$ cat src/core/pp_dual_defs.svh
// Offsets, field positions, masks and reset values of the dual-buffer register set
`ifndef PP_DUAL_DEFS_SVH
`define PP_DUAL_DEFS_SVH

`define OFS_PORT_CONTROL     8'h00
`define OFS_WRITE_ADDRESS    8'h04
`define OFS_READ_ADDRESS     8'h08
`define OFS_READ_INPUT_DATA  8'h0C
`define OFS_COMMON_DATA_IN   8'h10
`define OFS_COMMON_ADDRESS   8'h14

`define BIT_DUAL_BUFFER      17
`define BIT_CHIP_SELECT      14
`define ADDR_FIELD_HI        10
`define WORD_FIELD_HI        15

`define MASK_PORT_CONTROL    32'h0002_0000
`define MASK_ADDRESS         32'h0000_47FF
`define MASK_WORD            32'h0000_FFFF
`define RESET_REG            32'h0000_0000

`endif

$ cat src/core/pp_dual_pkg.sv
// Types shared by the dual-buffer register block
package pp_dual_pkg;
   typedef enum logic [2:0] {
      CYC_IDLE  = 3'b001,
      CYC_WRITE = 3'b010,
      CYC_READ  = 3'b100
   } cycle_kind_e;
   typedef logic [31:0] reg_word_t;
endpackage

$ cat src/core/pin_drive.sv
// Registered drive of address lines and the shared chip-select / address-14 pin
`timescale 1ns/1ns
`include "pp_dual_defs.svh"
module pin_drive
   import pp_dual_pkg::*;
#(
   parameter int ADDR_W = 11
) (
   // Clock and reset
   input  wire logic              clk,
   input  wire logic              sys_rst,
   // Selected address register fields and cycle-active flag
   input  wire logic [ADDR_W-1:0] addr_field,
   input  wire logic              cs_bit,
   input  wire logic              cycle_active,
   // Pins
   output logic      [ADDR_W-1:0] pin_addr_reg,
   output logic                   chip_select_one_reg,
   output logic                   address_line_fourteen_reg
);
   wire logic [ADDR_W-1:0] addr_next = cycle_active ? addr_field : '0;
   wire logic              cs_next   = cycle_active & cs_bit; // [RULE1] [RULE3]
   // With the bit cleared the pin carries address 14, which this block drives high during an active cycle
   wire logic              a14_next  = cycle_active & ~cs_bit; // [RULE2] [RULE4]

   always_ff @(posedge clk or posedge sys_rst) begin
      if (sys_rst) begin
         pin_addr_reg              <= '0;
         chip_select_one_reg       <= 1'b0;
         address_line_fourteen_reg <= 1'b0;
      end else begin
         pin_addr_reg              <= addr_next;
         chip_select_one_reg       <= cs_next;
         address_line_fourteen_reg <= a14_next;
      end
   end
endmodule

$ cat src/core/parallel_port_dual_buffer_regs.sv
// Dual-buffer address and read-data registers of a parallel master port
//
// Behaviour
// [RULE1] Write address: chip select bit 14, address 10:0
// [RULE2] Write select clear: pin serves as address 14
// [RULE3] Read address: chip select bit 14, address 10:0
// [RULE4] Read select clear: pin serves as address 14
// [RULE5] Separate registers used only in dual-buffer mode
// [RULE6] External read word lands in bits 15:0
// [RULE7] Dual mode reads here, else common input
// [RULE8] Unimplemented bits read back as zero
// [RULE9] Write cycles use write address, reads read address
// [RULE10] Reset clears all implemented fields to zero
`timescale 1ns/1ns
`include "pp_dual_defs.svh"
module parallel_port_dual_buffer_regs
   import pp_dual_pkg::*;
#(
   parameter int ADDR_W = 11,
   parameter int DATA_W = 16
) (
   // Clock and reset
   input  wire logic              clk,
   input  wire logic              sys_rst,
   // Register port
   input  wire logic [7:0]        reg_addr,
   input  wire logic [31:0]       reg_wdata,
   input  wire logic              reg_wr,
   input  wire logic              reg_rd,
   output logic      [31:0]       reg_rdata_reg,
   // Cycle sequencer, same clock
   input  wire logic              cyc_write,
   input  wire logic              cyc_read,
   input  wire logic              read_capture,
   // External data pins
   input  wire logic [DATA_W-1:0] ext_data_in,
   // Address and select pins
   output logic      [ADDR_W-1:0] pin_addr,
   output logic                   chip_select_one,
   output logic                   address_line_fourteen,
   // Mode status
   output logic                   dual_buffer_enable
);
   reg_word_t port_control_reg;
   reg_word_t write_address_reg;
   reg_word_t read_address_reg;
   reg_word_t read_input_data_reg;
   reg_word_t common_data_input_reg;
   reg_word_t common_address_reg;
   logic [DATA_W-1:0] data_meta_reg;
   logic [DATA_W-1:0] data_sync_reg;

   // Address match, shared by the write decode and the read-back mux
   function automatic logic addr_hit(logic [7:0] a, logic [7:0] ofs);
      return a == ofs;
   endfunction
   wire logic hit_ctl  = addr_hit(reg_addr, `OFS_PORT_CONTROL);
   wire logic hit_wad  = addr_hit(reg_addr, `OFS_WRITE_ADDRESS);
   wire logic hit_rad  = addr_hit(reg_addr, `OFS_READ_ADDRESS);
   wire logic hit_rdin = addr_hit(reg_addr, `OFS_READ_INPUT_DATA);
   wire logic hit_cdin = addr_hit(reg_addr, `OFS_COMMON_DATA_IN);
   wire logic hit_cad  = addr_hit(reg_addr, `OFS_COMMON_ADDRESS);

   // Write decode
   wire logic wr_ctl  = reg_wr && hit_ctl;
   wire logic wr_wad  = reg_wr && hit_wad;
   wire logic wr_rad  = reg_wr && hit_rad;
   wire logic wr_rdin = reg_wr && hit_rdin;
   wire logic wr_cdin = reg_wr && hit_cdin;
   wire logic wr_cad  = reg_wr && hit_cad;

   assign dual_buffer_enable = port_control_reg[`BIT_DUAL_BUFFER];

   // Pin data crosses in from outside, so two flops before use
   wire logic [DATA_W-1:0] captured_word = data_sync_reg;
   wire reg_word_t captured_ext = {{(32-DATA_W){1'b0}}, captured_word};

   // Capture routing; a capture beats a software write in the same cycle
   wire logic cap_dual   = read_capture & dual_buffer_enable;  // [RULE6] [RULE7]
   wire logic cap_common = read_capture & ~dual_buffer_enable; // [RULE7]

   // Cycle kind: write wins if the sequencer raises both
   wire cycle_kind_e cyc_kind = cyc_write ? CYC_WRITE : (cyc_read ? CYC_READ : CYC_IDLE);

   // Address source selection
   wire reg_word_t dual_addr = (cyc_kind == CYC_READ) ? read_address_reg
                                                      : write_address_reg; // [RULE9]
   wire reg_word_t sel_addr  = dual_buffer_enable ? dual_addr : common_address_reg; // [RULE5]

   // Next values with unimplemented bits forced to zero
   wire reg_word_t write_address_next   = reg_wdata & `MASK_ADDRESS; // [RULE1] [RULE8]
   wire reg_word_t read_address_next    = reg_wdata & `MASK_ADDRESS; // [RULE3] [RULE8]
   wire reg_word_t read_input_data_next = cap_dual ? captured_ext
                                                   : (reg_wdata & `MASK_WORD); // [RULE6] [RULE8]
   wire reg_word_t common_data_next     = cap_common ? captured_ext : (reg_wdata & `MASK_WORD);

   // Read-back mux
   wire reg_word_t rd_mux =
      hit_ctl  ? port_control_reg      :
      hit_wad  ? write_address_reg     :
      hit_rad  ? read_address_reg      :
      hit_rdin ? read_input_data_reg   :
      hit_cdin ? common_data_input_reg :
      hit_cad  ? common_address_reg    : `RESET_REG;
   wire reg_word_t reg_rdata_next = reg_rd ? rd_mux : `RESET_REG;

   always_ff @(posedge clk or posedge sys_rst) begin
      if (sys_rst) begin
         data_meta_reg <= '0;
         data_sync_reg <= '0;
      end else begin
         data_meta_reg <= ext_data_in;
         data_sync_reg <= data_meta_reg;
      end
   end

   // [RULE10]
   always_ff @(posedge clk or posedge sys_rst) begin
      if (sys_rst) begin
         port_control_reg      <= `RESET_REG;
         write_address_reg     <= `RESET_REG;
         read_address_reg      <= `RESET_REG;
         read_input_data_reg   <= `RESET_REG;
         common_data_input_reg <= `RESET_REG;
         common_address_reg    <= `RESET_REG;
         reg_rdata_reg         <= `RESET_REG;
      end else begin
         if (wr_ctl) begin
            port_control_reg <= reg_wdata & `MASK_PORT_CONTROL;
         end
         if (wr_wad) begin
            write_address_reg <= write_address_next;
         end
         if (wr_rad) begin
            read_address_reg <= read_address_next;
         end
         if (wr_rdin || cap_dual) begin
            read_input_data_reg <= read_input_data_next;
         end
         if (wr_cdin || cap_common) begin
            common_data_input_reg <= common_data_next;
         end
         if (wr_cad) begin
            common_address_reg <= reg_wdata & `MASK_ADDRESS;
         end
         reg_rdata_reg <= reg_rdata_next;
      end
   end

   // Pins are registered so they change cleanly one cycle after the cycle request
   pin_drive #(
      .ADDR_W (ADDR_W)
   ) u_pin_drive (
      .clk                       (clk),
      .sys_rst                   (sys_rst),
      .addr_field                (sel_addr[ADDR_W-1:0]),
      .cs_bit                    (sel_addr[`BIT_CHIP_SELECT]), // [RULE1] [RULE3]
      .cycle_active              (cyc_kind != CYC_IDLE),
      .pin_addr_reg              (pin_addr),
      .chip_select_one_reg       (chip_select_one),          // [RULE2] [RULE4]
      .address_line_fourteen_reg (address_line_fourteen)
   );
endmodule

$ cat config.mk
export PLATFORM = sky130hd
export DESIGN_NAME = parallel_port_dual_buffer_regs
export DESIGN_NICKNAME = d
export VERILOG_FILES = /design/src/core/pp_dual_pkg.sv /design/src/core/pin_drive.sv /design/src/core/parallel_port_dual_buffer_regs.sv
export VERILOG_INCLUDE_DIRS = /design/src /design/src/core
export SDC_FILE = /design/constraint.sdc
export NUM_CORES = 1
export LEC_CHECK = 0
export ABC_AREA = 1
export ABC_CLOCK_PERIOD_IN_PS = 5700
export BUFFER_PORTS_ARGS = -buffer_cell sky130_fd_sc_hd__buf_2
export CORE_MARGIN = 5
export CORE_UTILIZATION = 53
export DETAILED_ROUTE_END_ITERATION = 10
export PLACE_DENSITY = 0.85
export SLEW_MARGIN = 20
export SYNTH_ARGS = -nofsm -noshare
export SYNTH_HDL_FRONTEND = slang
export SYNTH_SLANG_ARGS = --single-unit
$ cat constraint.sdc
create_clock -name clk -period 5.7 [get_ports clk]
set_clock_uncertainty 0.2 [all_clocks]
set_input_delay 0.57 -clock clk [delete_from_list [all_inputs] [get_ports clk]]
set_output_delay 0.57 -clock clk [all_outputs]
set_load 0.03 [all_outputs]
==> flow_summary.json <==
{
  "gp_congestion": 0.8160,
  "synth_area_leaders": "dfrtp_1, nand2_1, o21ai_0",
  "drive_gt1_share_pct": 19.19,
  "grt_pass1_wl_mm": 21.38,
  "clock-sinks": 131,
  "viasPerCell": 5.276,
  "cp-end-kind": "flop",
  "cp_data_arrival_time_ns": 3.16,
  "synth_compound_area_share_pct": 13.42,
  "status": "complete, no violations",
  "syn_area_mm2": 0.005789,
  "r2r_start": "port_control_reg[17]",
  "yosys.area.top_type": "dfrtp_1",
  "area_growth_pct": 18.63,
  "htree_levels": 4,
  "die-area_mm2": 0.01311,
  "crit_type": "reg -> reg",
  "p_total_w": 0.002348,
  "wl_mm": 12.94,
  "vias": 4643,
  "setup_tns_ns": 0,
  "cts_tree": "built",
  "finalHoldViolCount": 0,
  "num_antenna_cells": 0,
  "preCtsSetupSlack_ns": 2.795,
  "nNetsFinal": 791,
  "setup_viol": 0,
  "yosys.area_share.simple_pct": 21.18,
  "core_mm2": 0.01079,
  "drtPass1Iterations": 5,
  "slew_headroom_pct": 31.73,
  "grt_overflow": 0,
  "clock_path_buffers": 2,
  "worst_slew_pin_slew_ns": 1.022,
  "synth_fa_ha_area_share_pct": 0,
  "instances_no_fill": 880,
  "drc": 0,
  "numCtsBuffers": 17,
  "syn_inst": 647,
  "rows": 38,
  "slew_violations": 0,
  "wl_per_cell_um": 14.70,
  "portBuffers": 78,
  "dp_hpwl_mm": 8.450,
  "yosysWarnings": 0,
  "yosysSeqAreaShare_pct": 56.62,
  "p_per_area_mw_per_mm2": 341.8,
  "synth_seq_cells": 131,
  "ant_nets": 0,
  "min_period_ns": 2.907,
  "worstSetupStartpointType": "flop",
  "timing.final.crit_share_pct": 50.99,
  "largest_register_ffs": 17,
  "reg2reg_slack_ns": 2.79,
  "num_io_pins": 109,
  "cts_root_buf": "clkbuf_8",
  "cap_violations": 0,
  "worst-path-max-fanout": 33,
  "fillers": 861,
  "setup.worst_path.start": "port_control_reg[17]",
  "rsz0062_at_grt": "no",
  "synth_cell_types": 29,
  "worst_ir_drop_vdd_mv": 0.1651,
  "synth_top_family_by_area": "simple AND/OR/NAND/NOR gates",
  "setup_ws_ns": 2.793,
  "synth-xor-area-share_pct": 0,
  "clk_latency_ns": 0.53,
  "grt_pass1_vias": 4393,
  "die_w_um": 114.5,
  "clk_pin_slew_ns": 0.06,
  "chipHeight_um": 114.5,
  "avgSynthCellArea_um2": 8.948,
  "max_clock_freq_ghz": 0.3440,
  "yosysTopAreaCellShare_pct": 56.62,
  "p_leak_nw": 3.487,
  "grt_max_degree": 71,
  "dr.first_iter.drc_count": 448,
  "start_util_pct": 53.64,
  "worstHoldPathType": "in -> async",
  "muxShareOfSynthArea_pct": 0,
  "antenna_found_initial": 0,
  "grt_usage_pct": 20.66,
  "required_ns": 5.95,
  "place_inst": 833
}
==> cells in the final DEF, fill, tap and decap left out <==
| master | synthesis | layout |
|---|---|---|
| and2_4 | 1 | 1 |
| buf_4 | 20 | 2 |
| buf_2 | 12 | 78 |
| inv_2 | 5 | 5 |
| clkbuf_16 | 0 | 16 |
| o21ai_1 | 9 | 9 |
| o21ai_2 | 1 | 1 |
| nor2_2 | 3 | 3 |
| clkinv_2 | 1 | 6 |
| nor4_1 | 1 | 1 |
| nor2_8 | 1 | 1 |
| inv_1 | 46 | 45 |
| o221ai_1 | 1 | 1 |
| nor3_1 | 5 | 5 |
| nor2_4 | 3 | 3 |
| clkbuf_1 | 10 | 1 |
| a311oi_1 | 5 | 5 |
| bufinv_16 | 0 | 3 |
| a21oi_2 | 8 | 8 |
| o21a_1 | 12 | 12 |
| dfrtp_1 | 131 | 131 |
| inv_4 | 0 | 1 |
| nand2_4 | 5 | 5 |
| nand2_2 | 3 | 3 |
| clkinvlp_4 | 0 | 1 |
| o21ai_0 | 67 | 67 |
| dlygate4sd3_1 | 0 | 16 |
| clkbuf_8 | 0 | 4 |
| nor2_1 | 52 | 52 |
| clkinv_4 | 0 | 1 |
| nand2_1 | 138 | 138 |
| a21oi_1 | 35 | 35 |
| nand3_1 | 65 | 65 |
| conb_1 | 1 | 15 |
==> final cells by class <==
type / count / area, µm² / share of cell area, %
inverters: 52 / 198.9 / 2.897
multi-input cells: 430 / 2059 / 29.99
well taps: 140 / 175.2 / 2.551
clock buffers: 21 / 459.2 / 6.686
clock inverters: 10 / 131.4 / 1.913
repair buffers: 96 / 565.5 / 8.235
flip-flops and latches: 131 / 3278 / 47.73
==> per-stage QoR <==
step	hold slack, ns	util, %	area [µm²]
floorplan	0.1312	-	5842
global placement	0.1338	56.68	6117
detailed placement	0.1347	56.68	6117
CTS	0.03761	63.63	6868
global route	0.1050	63.63	6868
finish	0.01382	63.63	6868
==> kinds of logic after synthesis <==
| family | Yosys count |
|---|---|
| AO/OA/AOI/OAI | 138 |
| buffers and inverters | 100 |
| AND/OR/NAND/NOR | 277 |
| flip-flops | 131 |
| other | 1 |
==> critical path, cell delays in order, from the launching register on <==
cell and delay, ns:
dfrtp_1 0.93, nand2_1 0.84, o21ai_2 0.23, buf_4 0.37, nor2_1 0.10, a21oi_2 0.13
==> what timing repair did <==
item / 4_1_cts / 5_1_grt
resized for setup: 0 / 0
endpoints found under the hold margin: 16 / 0
setup buffers: 0 / 0
hold buffers: 16 / 0
setup endpoints to repair: 0 / 0
==> report_power, final <==
| part | switching [W] | internal, W | total [W] |
|---|---|---|---|
| Sequential | 0.0000432 | 0.00101 | 0.00105 |
| Combinational | 0.000145 | 0.0000754 | 0.000220 |
| Clock | 0.000380 | 0.000695 | 0.00107 |
==> metal layers <==
metal  global-route usage (%)  wire length, µm
met1                    28.28             5538
met4                    7.522              214
met3                    5.920             1129
met5                        0                0
met2                    31.51             6054
==> synth_stat cells <==
library cell / n
buf_4: 20
inv_1: 46
a21oi_2: 8
o21ai_0: 67
nor2_4: 3
nor3_1: 5
clkinv_2: 1
o221ai_1: 1
dfrtp_1: 131
buf_6: 5
and2_4: 1
clkbuf_1: 10
o21a_1: 12
a311oi_1: 5
nand2_4: 5
o21ai_1: 9
nand3_1: 65
conb_1: 1
inv_2: 5
nor2_2: 3
nand2_2: 3
o21ai_2: 1
nand2_1: 138
buf_2: 12
a21oi_1: 35
nor4_1: 1
nor2_8: 1
buf_1: 1
nor2_1: 52
==> path summary, 6_finish.rpt <==
check / endpoint / cells after the start
min in group clk: port_control_reg[17] / 3
hold / removal: read_address_reg[14] / 2
setup reg to reg: read_input_data_reg[4] / 5
setup / recovery: read_input_data_reg[4] / 5
max in group asynchronous: data_meta_reg[0] / 3
hold reg to reg: captured_word[13] / 0
Note: power is estimated with default switching activity, not from simulation.
